**src/hw/rtc_pkg.sv**
```systemverilog
`default_nettype none
package rtc_pkg;
  // BCD fields, one byte each
  typedef struct packed {
    logic [7:0] year;
    logic [7:0] month;
    logic [7:0] day;
    logic [7:0] wday;
    logic [7:0] hour;
    logic [7:0] minute;
    logic [7:0] second;
  } time_s;
  localparam int SRC_HZ = 32768;
  localparam int HALF_TICKS = SRC_HZ / 2;
  localparam int SYNC_TICKS = 32;
  localparam logic [7:0] OFS_CFG = 8'h00;
  localparam logic [7:0] OFS_CAL = 8'h04;
  localparam logic [7:0] OFS_PAD = 8'h08;
  localparam logic [7:0] OFS_ACFG = 8'h0c;
  localparam logic [7:0] OFS_RPT = 8'h10;
  localparam logic [7:0] OFS_TVL = 8'h14;
  localparam logic [7:0] OFS_TVH = 8'h18;
  localparam logic [7:0] OFS_AVL = 8'h1c;
  localparam logic [7:0] OFS_AVH = 8'h20;
  localparam int CFG_EN = 7;
  localparam int CFG_UNLOCK = 5;
  localparam int CFG_OE = 2;
  localparam int ACF_EN = 7;
  localparam int ACF_CHIME = 6;
  localparam int ACF_MASK_LO = 2;
  localparam int PAD_SEL_LO = 1;
  localparam logic [3:0] AM_HALF = 4'h0;
  localparam logic [3:0] AM_SEC = 4'h1;
  localparam logic [3:0] AM_10S = 4'h2;
  localparam logic [3:0] AM_MIN = 4'h3;
  localparam logic [3:0] AM_10M = 4'h4;
  localparam logic [3:0] AM_HOUR = 4'h5;
  localparam logic [3:0] AM_DAY = 4'h6;
  localparam logic [3:0] AM_WEEK = 4'h7;
  localparam logic [3:0] AM_MONTH = 4'h8;
  localparam logic [3:0] AM_YEAR = 4'h9;
  localparam logic [1:0] SEL_ALARM = 2'h0;
  localparam logic [1:0] SEL_SEC = 2'h1;
  localparam logic [1:0] SEL_SRC = 2'h2;
  localparam logic [1:0] PTR_0 = 2'h0;
  localparam logic [1:0] PTR_1 = 2'h1;
  localparam logic [1:0] PTR_2 = 2'h2;
  localparam logic [1:0] PTR_3 = 2'h3;
  localparam logic [7:0] MAX_SEC = 8'h59;
  localparam logic [7:0] MAX_HOUR = 8'h23;
  localparam logic [7:0] MAX_WDAY = 8'h06;
  localparam logic [7:0] MAX_MONTH = 8'h12;
  localparam logic [7:0] MAX_YEAR = 8'h99;
  localparam logic [7:0] M_SEC = 8'h7f;
  localparam logic [7:0] M_HOUR = 8'h3f;
  localparam logic [7:0] M_WDAY = 8'h07;
  localparam logic [7:0] M_MONTH = 8'h1f;
  localparam logic [7:0] FEB = 8'h02;
  localparam logic [7:0] D28 = 8'h28;
  localparam logic [7:0] D29 = 8'h29;
  localparam logic [7:0] D30 = 8'h30;
  localparam logic [7:0] D31 = 8'h31;
  localparam time_s TIME_RST = '{8'h00, 8'h01, 8'h01, 8'h00, 8'h00, 8'h00, 8'h00};
endpackage
`default_nettype wire

```
**src/hw/rtc_calendar_alarm_control.sv**
```systemverilog
// Summary of operation
// Clock counts only while enabled; enable writable only while value writes unlocked.
// Time window writes ignored while locked, accepted while unlocked.
// Ripple status set near rollover; software trusts two matching reads.
// Half-second phase reads 0 then 1; cleared by writing seconds/minutes low byte.
// Pin driven only while output enable set.
// Time pointer decrements on each high-byte access, stopping at zero.
// Time pointer pairs: minutes/seconds, weekday/hours, month/day, reserved/year.
// Configuration cleared only by power-on reset; no other reset stops the clock.
// Signed calibration adds or subtracts four source pulses per unit each minute.
// Output select: alarm pulse, seconds clock, source clock; code 3 reserved.
// Alarm enable self-clears after event when repeat is zero and chime off.
// Repeat counter decrements per event; holds at zero unless chime wraps it.
// Alarm pointer wraps past zero with chime, stops at zero without.
// Mask picks interval from half second to year; other codes reserved.
// Yearly alarm on February 29 fires only in leap years.
// Alarm pointer decrements on each high-byte access, stopping at zero unless chime wraps it.
// Alarm pointer pairs: min/sec, weekday/hour, month/day; code 3 unimplemented.
// Repeat of all ones gives 255 more alarms; zero gives none.
// Calendar spans years 00 to 99 with leap years, 24-hour time.
// Time advances per second and exposes the half-second phase.
// Timebase derived from the 32.768 kHz source clock input.
// All time and date fields are held in BCD.
// Calendar value writes accepted only while unlocked.
// Enabled alarm fires on unmasked field match and pulses the alarm output.
`timescale 1ns/1ps
`default_nettype none
module rtc_calendar_alarm_control #(
  parameter int HALF_TICKS = rtc_pkg::HALF_TICKS,
  parameter int SYNC_TICKS = rtc_pkg::SYNC_TICKS
) (
  input wire logic pclk, // APB clock
  input wire logic presetn, // Power-on reset, active low
  input wire logic psel, // APB select
  input wire logic penable, // APB enable
  input wire logic pwrite, // APB direction
  input wire logic [7:0] paddr, // APB byte address
  input wire logic [31:0] pwdata, // APB write data
  output logic [31:0] prdata, // APB read data
  output logic pready, // APB ready
  output logic pslverr, // APB error on unmapped address
  input wire logic osc_in, // 32.768 kHz source clock level
  output logic rtc_pin_o, // Output pin level
  output logic rtc_pin_oe_n // Output pin enable, active low
);
  localparam logic signed [17:0] SEC_END = 18'(2 * HALF_TICKS - 1);
  localparam logic signed [17:0] HALF_AT = 18'(HALF_TICKS);
  localparam logic signed [17:0] HALF_END = 18'(HALF_TICKS - 1);
  localparam logic signed [17:0] SYNC_AT = 18'(2 * HALF_TICKS - SYNC_TICKS);

  logic en_reg, unlock_reg, oe_reg, sync_reg, phase_reg;
  logic [1:0] tptr_reg, aptr_reg, sel_reg;
  logic [7:0] cal_reg, rpt_reg;
  logic aen_reg, chime_reg;
  logic [3:0] alarm_interval_mask_reg;
  rtc_pkg::time_s now_reg, now_next, alm_reg;
  logic signed [17:0] presc_reg;
  logic osc_d_reg, sec_d_reg, half_d_reg, apulse_reg;
  logic [31:0] prdata_reg;
  logic pready_reg, pslverr_reg, pin_reg, pin_oe_n_reg;
  logic setup, acc, wr, rd, src_tick, sec_tick, half_tick, hit, evt;
  logic sec_eq, min_eq, hour_eq, wday_eq, day_eq, mon_eq;
  logic [7:0] rbyte;
  logic mapped;

  function automatic logic [7:0] bcd_inc(input logic [7:0] v);
    bcd_inc = (v[3:0] == 4'h9) ? {v[7:4] + 4'h1, 4'h0} : {v[7:4], v[3:0] + 4'h1};
  endfunction

  function automatic logic is_leap(input logic [7:0] y);
    if (y[4])
      is_leap = (y[3:0] == 4'h2) || (y[3:0] == 4'h6);
    else
      is_leap = (y[3:0] == 4'h0) || (y[3:0] == 4'h4) || (y[3:0] == 4'h8);
  endfunction

  function automatic logic [7:0] last_day(input logic [7:0] m, input logic [7:0] y);
    case (m)
      rtc_pkg::FEB: last_day = is_leap(y) ? rtc_pkg::D29 : rtc_pkg::D28;
      8'h04, 8'h06, 8'h09, 8'h11: last_day = rtc_pkg::D30;
      default: last_day = rtc_pkg::D31;
    endcase
  endfunction

  assign setup = psel && !penable;
  assign acc = psel && penable && pready_reg;
  assign wr = acc && pwrite;
  assign rd = acc && !pwrite;

  // Source clock arrives as a synchronous level; its rising edge is one tick
  assign src_tick = osc_in && !osc_d_reg && en_reg;
  assign sec_tick = src_tick && (presc_reg == SEC_END);
  assign half_tick = src_tick && (presc_reg == HALF_END);

  always_ff @(posedge pclk or negedge presetn) begin
    if (!presetn)
      osc_d_reg <= 1'b0;
    else
      osc_d_reg <= osc_in;
  end

  // Calibration reloads the prescaler once a minute: a positive start shortens the minute
  always_ff @(posedge pclk or negedge presetn) begin
    if (!presetn)
      presc_reg <= '0;
    else if (wr && paddr == rtc_pkg::OFS_TVL && unlock_reg && tptr_reg == rtc_pkg::PTR_0)
      presc_reg <= '0;
    else if (sec_tick && now_reg.second == rtc_pkg::MAX_SEC)
      presc_reg <= {{8{cal_reg[7]}}, cal_reg, 2'b00};
    else if (sec_tick)
      presc_reg <= '0;
    else if (src_tick)
      presc_reg <= presc_reg + 18'sh1;
  end

  always_ff @(posedge pclk or negedge presetn) begin
    if (!presetn) begin
      phase_reg <= 1'b0;
      sync_reg <= 1'b0;
    end else begin
      phase_reg <= presc_reg >= HALF_AT;
      sync_reg <= en_reg && (presc_reg >= SYNC_AT);
    end
  end

  // Calendar cascade, all fields BCD
  always_comb begin
    now_next = now_reg;
    if (sec_tick) begin
      now_next.second = bcd_inc(now_reg.second);
      if (now_reg.second == rtc_pkg::MAX_SEC) begin
        now_next.second = '0;
        now_next.minute = bcd_inc(now_reg.minute);
        if (now_reg.minute == rtc_pkg::MAX_SEC) begin
          now_next.minute = '0;
          now_next.hour = bcd_inc(now_reg.hour);
          if (now_reg.hour == rtc_pkg::MAX_HOUR) begin
            now_next.hour = '0;
            now_next.wday = (now_reg.wday == rtc_pkg::MAX_WDAY) ? '0 : now_reg.wday + 8'h1;
            now_next.day = bcd_inc(now_reg.day);
            if (now_reg.day == last_day(now_reg.month, now_reg.year)) begin
              now_next.day = 8'h01;
              now_next.month = bcd_inc(now_reg.month);
              if (now_reg.month == rtc_pkg::MAX_MONTH) begin
                now_next.month = 8'h01;
                now_next.year = (now_reg.year == rtc_pkg::MAX_YEAR) ? '0 : bcd_inc(now_reg.year);
              end
            end
          end
        end
      end
    end
  end

  // Software writes win over a coinciding tick in the same field
  always_ff @(posedge pclk or negedge presetn) begin
    if (!presetn)
      now_reg <= rtc_pkg::TIME_RST;
    else begin
      now_reg <= now_next;
      if (wr && unlock_reg && paddr == rtc_pkg::OFS_TVL) begin
        case (tptr_reg)
          rtc_pkg::PTR_0: now_reg.second <= pwdata[7:0] & rtc_pkg::M_SEC;
          rtc_pkg::PTR_1: now_reg.hour <= pwdata[7:0] & rtc_pkg::M_HOUR;
          rtc_pkg::PTR_2: now_reg.day <= pwdata[7:0] & rtc_pkg::M_HOUR;
          default: now_reg.year <= pwdata[7:0];
        endcase
      end
      if (wr && unlock_reg && paddr == rtc_pkg::OFS_TVH) begin
        case (tptr_reg)
          rtc_pkg::PTR_0: now_reg.minute <= pwdata[7:0] & rtc_pkg::M_SEC;
          rtc_pkg::PTR_1: now_reg.wday <= pwdata[7:0] & rtc_pkg::M_WDAY;
          rtc_pkg::PTR_2: now_reg.month <= pwdata[7:0] & rtc_pkg::M_MONTH;
          default: ;
        endcase
      end
    end
  end

  // Only power-on reset touches configuration; no other reset input exists
  always_ff @(posedge pclk or negedge presetn) begin
    if (!presetn) begin
      en_reg <= 1'b0;
      unlock_reg <= 1'b0;
      oe_reg <= 1'b0;
      tptr_reg <= rtc_pkg::PTR_0;
    end else if (wr && paddr == rtc_pkg::OFS_CFG) begin
      if (unlock_reg)
        en_reg <= pwdata[rtc_pkg::CFG_EN];
      unlock_reg <= pwdata[rtc_pkg::CFG_UNLOCK];
      oe_reg <= pwdata[rtc_pkg::CFG_OE];
      tptr_reg <= pwdata[1:0];
    end else if (acc && paddr == rtc_pkg::OFS_TVH && tptr_reg != rtc_pkg::PTR_0)
      tptr_reg <= tptr_reg - 2'h1;
  end

  always_ff @(posedge pclk or negedge presetn) begin
    if (!presetn) begin
      cal_reg <= '0;
      sel_reg <= rtc_pkg::SEL_ALARM;
    end else if (wr && paddr == rtc_pkg::OFS_CAL)
      cal_reg <= pwdata[7:0];
    else if (wr && paddr == rtc_pkg::OFS_PAD)
      sel_reg <= pwdata[rtc_pkg::PAD_SEL_LO +: 2];
  end

  // Alarm field matches against the already advanced time
  assign sec_eq = now_reg.second == alm_reg.second;
  assign min_eq = now_reg.minute == alm_reg.minute;
  assign hour_eq = now_reg.hour == alm_reg.hour;
  assign wday_eq = now_reg.wday == alm_reg.wday;
  assign day_eq = now_reg.day == alm_reg.day;
  assign mon_eq = now_reg.month == alm_reg.month;

  always_comb begin
    case (alarm_interval_mask_reg)
      rtc_pkg::AM_HALF: hit = sec_d_reg || half_d_reg;
      rtc_pkg::AM_SEC: hit = sec_d_reg;
      rtc_pkg::AM_10S: hit = sec_d_reg && now_reg.second[3:0] == alm_reg.second[3:0];
      rtc_pkg::AM_MIN: hit = sec_d_reg && sec_eq;
      rtc_pkg::AM_10M: hit = sec_d_reg && sec_eq && now_reg.minute[3:0] == alm_reg.minute[3:0];
      rtc_pkg::AM_HOUR: hit = sec_d_reg && sec_eq && min_eq;
      rtc_pkg::AM_DAY: hit = sec_d_reg && sec_eq && min_eq && hour_eq;
      rtc_pkg::AM_WEEK: hit = sec_d_reg && sec_eq && min_eq && hour_eq && wday_eq;
      rtc_pkg::AM_MONTH: hit = sec_d_reg && sec_eq && min_eq && hour_eq && day_eq;
      // Feb 29 only exists in leap years, so a yearly match there is four-yearly
      rtc_pkg::AM_YEAR: hit = sec_d_reg && sec_eq && min_eq && hour_eq && day_eq && mon_eq;
      default: hit = 1'b0;
    endcase
  end

  assign evt = aen_reg && hit;

  always_ff @(posedge pclk or negedge presetn) begin
    if (!presetn) begin
      sec_d_reg <= 1'b0;
      half_d_reg <= 1'b0;
      apulse_reg <= 1'b0;
    end else begin
      sec_d_reg <= sec_tick;
      half_d_reg <= half_tick;
      if (evt)
        apulse_reg <= 1'b1;
      else if (sec_tick || half_tick)
        apulse_reg <= 1'b0;
    end
  end

  // A software write to the alarm controls beats a coinciding event
  always_ff @(posedge pclk or negedge presetn) begin
    if (!presetn) begin
      aen_reg <= 1'b0;
      chime_reg <= 1'b0;
      alarm_interval_mask_reg <= rtc_pkg::AM_HALF;
      aptr_reg <= rtc_pkg::PTR_0;
    end else if (wr && paddr == rtc_pkg::OFS_ACFG) begin
      aen_reg <= pwdata[rtc_pkg::ACF_EN];
      chime_reg <= pwdata[rtc_pkg::ACF_CHIME];
      alarm_interval_mask_reg <= pwdata[rtc_pkg::ACF_MASK_LO +: 4];
      aptr_reg <= pwdata[1:0];
    end else begin
      if (evt && rpt_reg == '0 && !chime_reg)
        aen_reg <= 1'b0;
      if (acc && paddr == rtc_pkg::OFS_AVH) begin
        if (aptr_reg != rtc_pkg::PTR_0)
          aptr_reg <= aptr_reg - 2'h1;
        else if (chime_reg)
          aptr_reg <= rtc_pkg::PTR_3;
      end
    end
  end

  always_ff @(posedge pclk or negedge presetn) begin
    if (!presetn)
      rpt_reg <= '0;
    else if (wr && paddr == rtc_pkg::OFS_RPT)
      rpt_reg <= pwdata[7:0];
    else if (evt && (rpt_reg != '0 || chime_reg))
      rpt_reg <= rpt_reg - 8'h1;
  end

  always_ff @(posedge pclk or negedge presetn) begin
    if (!presetn)
      alm_reg <= rtc_pkg::TIME_RST;
    else if (wr && unlock_reg && paddr == rtc_pkg::OFS_AVL) begin
      case (aptr_reg)
        rtc_pkg::PTR_0: alm_reg.second <= pwdata[7:0] & rtc_pkg::M_SEC;
        rtc_pkg::PTR_1: alm_reg.hour <= pwdata[7:0] & rtc_pkg::M_HOUR;
        rtc_pkg::PTR_2: alm_reg.day <= pwdata[7:0] & rtc_pkg::M_HOUR;
        default: ;
      endcase
    end else if (wr && unlock_reg && paddr == rtc_pkg::OFS_AVH) begin
      case (aptr_reg)
        rtc_pkg::PTR_0: alm_reg.minute <= pwdata[7:0] & rtc_pkg::M_SEC;
        rtc_pkg::PTR_1: alm_reg.wday <= pwdata[7:0] & rtc_pkg::M_WDAY;
        rtc_pkg::PTR_2: alm_reg.month <= pwdata[7:0] & rtc_pkg::M_MONTH;
        default: ;
      endcase
    end
  end

  // Read byte decode; pointer-selected windows read zero at unimplemented codes
  always_comb begin
    rbyte = '0;
    mapped = 1'b1;
    case (paddr)
      rtc_pkg::OFS_CFG:
        rbyte = {en_reg, 1'b0, unlock_reg, sync_reg, phase_reg, oe_reg, tptr_reg};
      rtc_pkg::OFS_CAL: rbyte = cal_reg;
      rtc_pkg::OFS_PAD: rbyte = {5'h0, sel_reg, 1'b0};
      rtc_pkg::OFS_ACFG: rbyte = {aen_reg, chime_reg, alarm_interval_mask_reg, aptr_reg};
      rtc_pkg::OFS_RPT: rbyte = rpt_reg;
      rtc_pkg::OFS_TVL:
        case (tptr_reg)
          rtc_pkg::PTR_0: rbyte = now_reg.second;
          rtc_pkg::PTR_1: rbyte = now_reg.hour;
          rtc_pkg::PTR_2: rbyte = now_reg.day;
          default: rbyte = now_reg.year;
        endcase
      rtc_pkg::OFS_TVH:
        case (tptr_reg)
          rtc_pkg::PTR_0: rbyte = now_reg.minute;
          rtc_pkg::PTR_1: rbyte = now_reg.wday;
          rtc_pkg::PTR_2: rbyte = now_reg.month;
          default: rbyte = '0;
        endcase
      rtc_pkg::OFS_AVL:
        case (aptr_reg)
          rtc_pkg::PTR_0: rbyte = alm_reg.second;
          rtc_pkg::PTR_1: rbyte = alm_reg.hour;
          rtc_pkg::PTR_2: rbyte = alm_reg.day;
          default: rbyte = '0;
        endcase
      rtc_pkg::OFS_AVH:
        case (aptr_reg)
          rtc_pkg::PTR_0: rbyte = alm_reg.minute;
          rtc_pkg::PTR_1: rbyte = alm_reg.wday;
          rtc_pkg::PTR_2: rbyte = alm_reg.month;
          default: rbyte = '0;
        endcase
      default: mapped = 1'b0;
    endcase
  end

  // Ready in the first access cycle with no wait state; every APB output registered
  always_ff @(posedge pclk or negedge presetn) begin
    if (!presetn) begin
      prdata_reg <= '0;
      pready_reg <= 1'b0;
      pslverr_reg <= 1'b0;
    end else if (setup) begin
      prdata_reg <= {24'h0, rbyte};
      pready_reg <= 1'b1;
      pslverr_reg <= !mapped;
    end else begin
      pready_reg <= 1'b0;
      pslverr_reg <= 1'b0;
    end
  end

  always_ff @(posedge pclk or negedge presetn) begin
    if (!presetn) begin
      pin_reg <= 1'b0;
      pin_oe_n_reg <= 1'b1;
    end else begin
      pin_oe_n_reg <= !oe_reg;
      if (!oe_reg)
        pin_reg <= 1'b0;
      else
        case (sel_reg)
          rtc_pkg::SEL_ALARM: pin_reg <= apulse_reg;
          rtc_pkg::SEL_SEC: pin_reg <= !phase_reg;
          rtc_pkg::SEL_SRC: pin_reg <= osc_d_reg;
          default: pin_reg <= 1'b0;
        endcase
    end
  end

  assign prdata = prdata_reg;
  assign pready = pready_reg;
  assign pslverr = pslverr_reg;
  assign rtc_pin_o = pin_reg;
  assign rtc_pin_oe_n = pin_oe_n_reg;
endmodule // rtc_calendar_alarm_control
`default_nettype wire

```
**config.mk**
```make
export PLATFORM = sky130hd
export DESIGN_NAME = rtc_calendar_alarm_control
export DESIGN_NICKNAME = d
export VERILOG_FILES = /design/src/hw/rtc_pkg.sv /design/src/hw/rtc_calendar_alarm_control.sv
export SDC_FILE = /design/constraint.sdc
export NUM_CORES = 1
export LEC_CHECK = 0
export BUFFER_PORTS_ARGS = -buffer_cell sky130_fd_sc_hd__buf_2
export CAP_MARGIN = 40
export CORE_ASPECT_RATIO = 1.1
export CORE_UTILIZATION = 32
export CTS_BUF_LIST = sky130_fd_sc_hd__clkbuf_4 sky130_fd_sc_hd__clkbuf_8
export CTS_CLUSTER_SIZE = 24
export DETAILED_ROUTE_END_ITERATION = 8
export REMOVE_ABC_BUFFERS = 1
export SYNTH_ARGS = -nofsm -noshare
export SYNTH_HDL_FRONTEND = slang
export SYNTH_SLANG_ARGS = --single-unit
```
**constraint.sdc**
```tcl
create_clock -name pclk -period 8.5 [get_ports pclk]
set_input_delay 0.85 -clock pclk [delete_from_list [all_inputs] [get_ports pclk]]
set_output_delay 0.85 -clock pclk [all_outputs]
set_load 0.1 [all_outputs]
```
# Yosys cells after proc, flatten, opt, wreduce, memory -nomap -nowiden
# Cells that the tools add are included.
[classes]
n_addsub = 17
order_cmp = 2
eq_ne = 55
muxes = 67
n_bitwise = 2
n_reduce_logical = 79
[ops]
columns = ["operator", "count"]
rows = [
  ["2-to-1 mux 8 bit", 28],
  ["2-to-1 mux 56 bit", 2],
  ["2-to-1 mux 18 bit", 4],
  ["case mux 8 bit (9 select lines)", 1],
  ["adder 4 x 1 -> 4 bit (second input constant)", 12],
  ["== test 8 x 5 -> 1 bit (second input constant)", 6],
  ["2-to-1 mux 48 bit", 1],
  ["case mux 8 bit (3 select lines)", 2],
  ["case mux 7 bit (3 select lines)", 2],
  ["2-to-1 mux 40 bit", 1],
  ["logical AND 1 bit", 38],
  ["== test 4 bit (second input constant)", 9],
  ["greater-or-equal comparator 18 x 16 -> 1 bit (second input constant)", 2],
  ["== test 8 x 3 -> 1 bit (second input constant)", 4],
  ["== test 4 x 3 -> 1 bit (second input constant)", 6],
  ["== test 8 x 4 -> 1 bit (second input constant)", 3],
  ["2-to-1 mux 24 bit", 1],
  ["adder 18 x 2 -> 18 bit (second input constant)", 1],
  ["== test 18 x 15 -> 1 bit (second input constant)", 1],
  ["== test 18 x 16 -> 1 bit (second input constant)", 1],
  ["== test 8 x 6 -> 1 bit", 2],
  ["== test 8 x 6 -> 1 bit (second input constant)", 2],
  ["== test 8 x 7 -> 1 bit", 2],
  ["== test 8 x 7 -> 1 bit (second input constant)", 2],
  ["34 further kinds", 89],
]
[totals]
ff_bits = 157
input_bits = 46

# Longest topological paths before layout
[depth]
word_depth = 23
mapped_depth = 11
mapped_depth_nobuf = 9

# Worst setup path after synthesis
# No wires, ideal clock.
[synth_timing]
kind = "register to register"
start = "register pready_reg (netlist: pready)"
end = "register presc_reg[12]"
setup_ns = 0.082
t_arrival_ns = 2.698
t_required_ns = 8.418
slack_ns = 5.719
path_stages_with_launch = 9
n_path_buf = 2
path_cell_list = "dfrtp_1 and3_1 and3_1 clkbuf_1 and3_1 clkbuf_1 nor3_1 a21oi_1 o22ai_1"
[synth_between]
elab_chain_cells = 6
word_cells_on_any_way = 7
classes_between = "mux (1); reduce/logical (6)"
[synth_rtl]
columns = ["element", "line_no", "rtl"]
rows = [
  ["from (decl)", "rtc_calendar_alarm_control.sv:60", "logic pready_reg, pslverr_reg, pin_reg, pin_oe_n_reg;"],
  ["from (signal assigned)", "rtc_calendar_alarm_control.sv:349", "pready_reg <= 1'b0;"],
  ["from (signal assigned)", "rtc_calendar_alarm_control.sv:353", "pready_reg <= 1'b1;"],
  ["from (signal assigned)", "rtc_calendar_alarm_control.sv:356", "pready_reg <= 1'b0;"],
  ["logical AND 1 bit *", "rtc_calendar_alarm_control.sv:86", "assign acc = psel && penable && pready_reg;"],
  ["logical AND 1 bit *", "rtc_calendar_alarm_control.sv:87", "assign wr = acc && pwrite;"],
  ["logical AND 1 bit * (3 in a row)", "rtc_calendar_alarm_control.sv:106", "else if (wr && paddr == rtc_pkg::OFS_TVL && unlock_reg && tptr_reg == rtc_pkg::PTR_0)"],
  ["nonzero test 4 bit (no source line) or 2-to-1 mux 18 bit (tied branches)", "n/a", ""],
  ["to (signal assigned)", "rtc_calendar_alarm_control.sv:109", "presc_reg <= {{8{cal_reg[7]}}, cal_reg, 2'b00};"],
  ["to (signal assigned)", "rtc_calendar_alarm_control.sv:113", "presc_reg <= presc_reg + 18'sh1;"],
  ["to (decl)", "rtc_calendar_alarm_control.sv:57", "logic signed [17:0] presc_reg;"],
]
# Mark *: on every way between the ends. The rest lies on a longest branch, timed or not.
# A chain may end at the register's enable or synchronous reset.

# Worst setup path in the final report
[layout_timing]
start = "register now_reg[20] (netlist bit)"
end = "register now_reg[55] (netlist bit)"
[layout_between]
elab_chain_cells = 7
[layout_rtl]
columns = ["element", "line_no", "rtl"]
rows = [
  ["from (decl)", "rtc_calendar_alarm_control.sv:56", "rtc_pkg::time_s now_reg, now_next, alm_reg;"],
  ["from (signal assigned)", "rtc_calendar_alarm_control.sv:158", "now_reg <= rtc_pkg::TIME_RST;"],
  ["from (signal assigned)", "rtc_calendar_alarm_control.sv:160", "now_reg <= now_next;"],
  ["== test 8 x 6 -> 1 bit *", "rtc_calendar_alarm_control.sv:137", "if (now_reg.hour == rtc_pkg::MAX_HOUR) begin"],
  ["2-to-1 mux 40 bit *", "rtc_calendar_alarm_control.sv:137", ""],
  ["2-to-1 mux 48 bit *", "rtc_calendar_alarm_control.sv:134", "if (now_reg.minute == rtc_pkg::MAX_SEC) begin"],
  ["2-to-1 mux 56 bit *", "rtc_calendar_alarm_control.sv:131", "if (now_reg.second == rtc_pkg::MAX_SEC) begin"],
  ["2-to-1 mux 56 bit *", "rtc_calendar_alarm_control.sv:129", "if (sec_tick) begin"],
  ["2-to-1 mux 8 bit", "rtc_calendar_alarm_control.sv:162", "case (tptr_reg)"],
  ["2-to-1 mux 8 bit *", "rtc_calendar_alarm_control.sv:161", "if (wr && unlock_reg && paddr == rtc_pkg::OFS_TVL) begin"],
]
# Marks and branches as above.

==> flow_metrics.tcl <==
set metrics [dict create \
    run_status "finished, final reports clean" \
    crit_family "simple AND/OR/NAND/NOR gates" \
    crit_path_max_fanout 15 \
    drt.antenna.violating_nets 0 \
    maxClockFrequency_ghz 0.2644 \
    synth-seq-area-share_pct 40.18 \
    layout.filler_cells 3082 \
    cts.sinks 157 \
    grt_first_pass_wirelength_um 48010 \
    dr_total_vias 8592 \
    critPathBufInv 1 \
    drt-pass1-iter-count 7 \
    power.ir.vdd_worst_uv 84.53 \
    synthesis.instances 1100 \
    hold_viol 0 \
    synth_top_family_by_area "simple AND/OR/NAND/NOR gates" \
    insertedDiodeCount 0 \
    post_cts.repair.setup_buffers 0 \
    min_path_type "input port to asynchronous set/reset pin" \
    core.rowCount 66 \
    synth_enable_flop_cells 0 \
    timing.slew.headroom_pct 40.60 \
    placed_wire_length_estimate_after_detailed_placement_um 22090 \
    timing.critical_path.cells "inv_1, ha_1, nor4b_1, nor4bb_1, nand4_1, nor2_1, mux2_2, mux2_2" \
    largest_reg_flops 56 \
    avgSynthCellArea_sq_um 8.904 \
    fin_setup_tns_ps 0 \
    yosys-mux-area-fraction_pct 5.634 \
    detail_route.iter0.violations 1172 \
    synth.lib_cells_used.distinct 74 \
    power_density_nw_per_um2 133.6 \
    synth.ff_latch_count 157 \
    static-leakage-power_nw 4.488 \
    final_period_util_pct 44.50 \
    sort_of_element_at_the_end_of_the_critical_path "flip-flop" \
    finalWorstSetupSlack_ps 4718 \
    flow.area_growth_from_synthesis_pct 8.418 \
    globalRouteOverflowTotal 0 \
    critPathKind "flip-flop to flip-flop" \
    syn-cell-area_sq_um 9794 \
    critPathMostFrequentCell "mux2_2" \
    maxSlewViolCount 0 \
    startpoint_type "flip-flop" \
    synth.yosys.warnings 0 \
    critical_path_required_ps 8870 \
    grt_util_all_layers_pct 20.18 \
    tritoncts "built" \
    timing_worst_slew_pin_value_ps 877.2 \
    detail_route.wirelength_um 30680 \
    place.gp.congestion 0.9221 \
    avgViaCountPerCell 5.649 \
    finClkSkew_ps 17.97 \
    fin_crit_ps 3782 \
    clkSlewWorstSetupHoldPaths_ps 90 \
    complex_gate_fraction_of_the_synthesized_area_pct 17.12 \
    io_buffer_count 33 \
    clk-insertion-delay-late_ps 490 \
    drive_above_1_share_pct 12.04 \
    cts-root-to-sink-buffers 2 \
    detail_route.drc_violations 0 \
    grt_pass1_vias 8105 \
    cts_htree_levels 4 \
    grt_setup_unrepaired "no" \
    die-area_sq_um 31310 \
    post_cts_hold_buffer_count 0 \
    grt_start_max_net_pins 79 \
    final_cell_mix "dfrtp_1 (152), nand2_1 (123), nor2_1 (98)" \
    synth_adder_area_share_pct 3.960 \
    finalSetupViolCount 0 \
    synth_xor_area_share_pct 5.455 \
    synth_flop_cell "dfrtp_1" \
    clockRootBuffer "clkbuf_8" \
    die_height_um 185.5 \
    dpl_worst_slack_ps 4782 \
    core-area_sq_um 29810 \
    start_util_pct 32.85 \
    worst_stage_delay_on_the_critical_path_ps 720 \
    max_cap_violations 0 \
    cts_inserted_buffers 17 \
    cts_resized 0 \
    critPathSlowestCell "nand4_1" \
    layout.cells.most_common "dfrtp_1" \
    timing.critical_path.arrival_ps 4160 \
    chipWidth_um 168.8 \
    synth_simple_gate_area_share_pct 21.93 \
    final_net_count 1177 \
    antenna_found_initial 0 \
    asyncSetResetFlopFracSynth_pct 100.0 \
    num_io_pins 82 \
    wire_per_inst_um 20.17 \
]
## through the flow
| step | util, % | power [mW] | hold slack (ps) | std cells | cell area, sq um |
|---|---|---|---|---|---|
| after floorplan | - | 0.8247 | 388.7 | 1042 | 9485 |
| after global placement | 34.16 | 0.8655 | 459.2 | 1485 | 10180 |
| after detailed placement | 34.34 | 0.8680 | 466.1 | 1489 | 10240 |
| after CTS | 35.62 | 1.432 | 439.0 | 1521 | 10620 |
| after global routing | 35.62 | 1.465 | 457.2 | 1521 | 10620 |
| final | 35.62 | 1.418 | 382.9 | 1521 | 10620 |
## path summary, 6_finish.rpt
check                           slack (ps)     endpoint  cells after the start         from
worst min register to register         480    prdata[2]                      2    prdata[2]
max in group asynchronous             6880  alm_reg[32]                      3      presetn
worst min-delay path                   380     sync_reg                      1      presetn
worst max-delay path                  4720  now_reg[55]                      8  now_reg[20]
min in group pclk                      480    prdata[2]                      2    prdata[2]
worst max register to register        4720  now_reg[55]                      8  now_reg[20]
## cell usage after synthesis (16+ instances only)
library cell	count	area [sq um]
a21oi_1	47	235.2
a222oi_1	29	290.3
a22oi_1	17	127.6
and3_1	16	100.1
buf_4	24	180.2
clkbuf_1	52	195.2
dfrtp_1	152	3804
ha_1	31	387.9
inv_1	43	161.4
mux2_2	41	461.7
nand2_1	123	461.7
nand3_1	32	160.2
nand4_1	20	125.1
nor2_1	98	367.9
nor3_1	34	170.2
o21ai_0	76	380.4
or4_1	16	120.1
xnor2_1	36	315.3
xor2_1	25	219.0
## per-layer routing
metal	share of wire, %	global-route usage (%)	routed length (um)
met5	0	0	0
met4	3.3	8.000	1022
met3	6.1	3.253	1876
met2	47	33.09	14510
met1	43	26.55	13270
## cells by family after synthesis
kind of cell,Yosys count
and+or+nand+nor,424
AOI/OAI and AO/OA,252
DFF,157
buffers and inverters,124
xor gates and xnor gates,61
muxes,50
adders and majority gates,31
other,1
## power by group
group | switching (mW) | internal, mW
combinational | 0.0922 | 0.00976
clock | 0.323 | 0.244
sequential | 0.00181 | 0.748
total | 0.417 | 1.00
## layout make-up
class / count / area [sq um] / area share [%]
clock buffer: 18 / 247.7 / 2.333
clock inverter: 14 / 135.1 / 1.273
inverter: 43 / 161.4 / 1.520
multi-input combinational: 842 / 5389 / 50.75
sequential: 157 / 3935 / 37.06
tap: 408 / 510.5 / 4.807
timing repair buffer: 39 / 240.2 / 2.262
(Power assumes the default switching activity.)
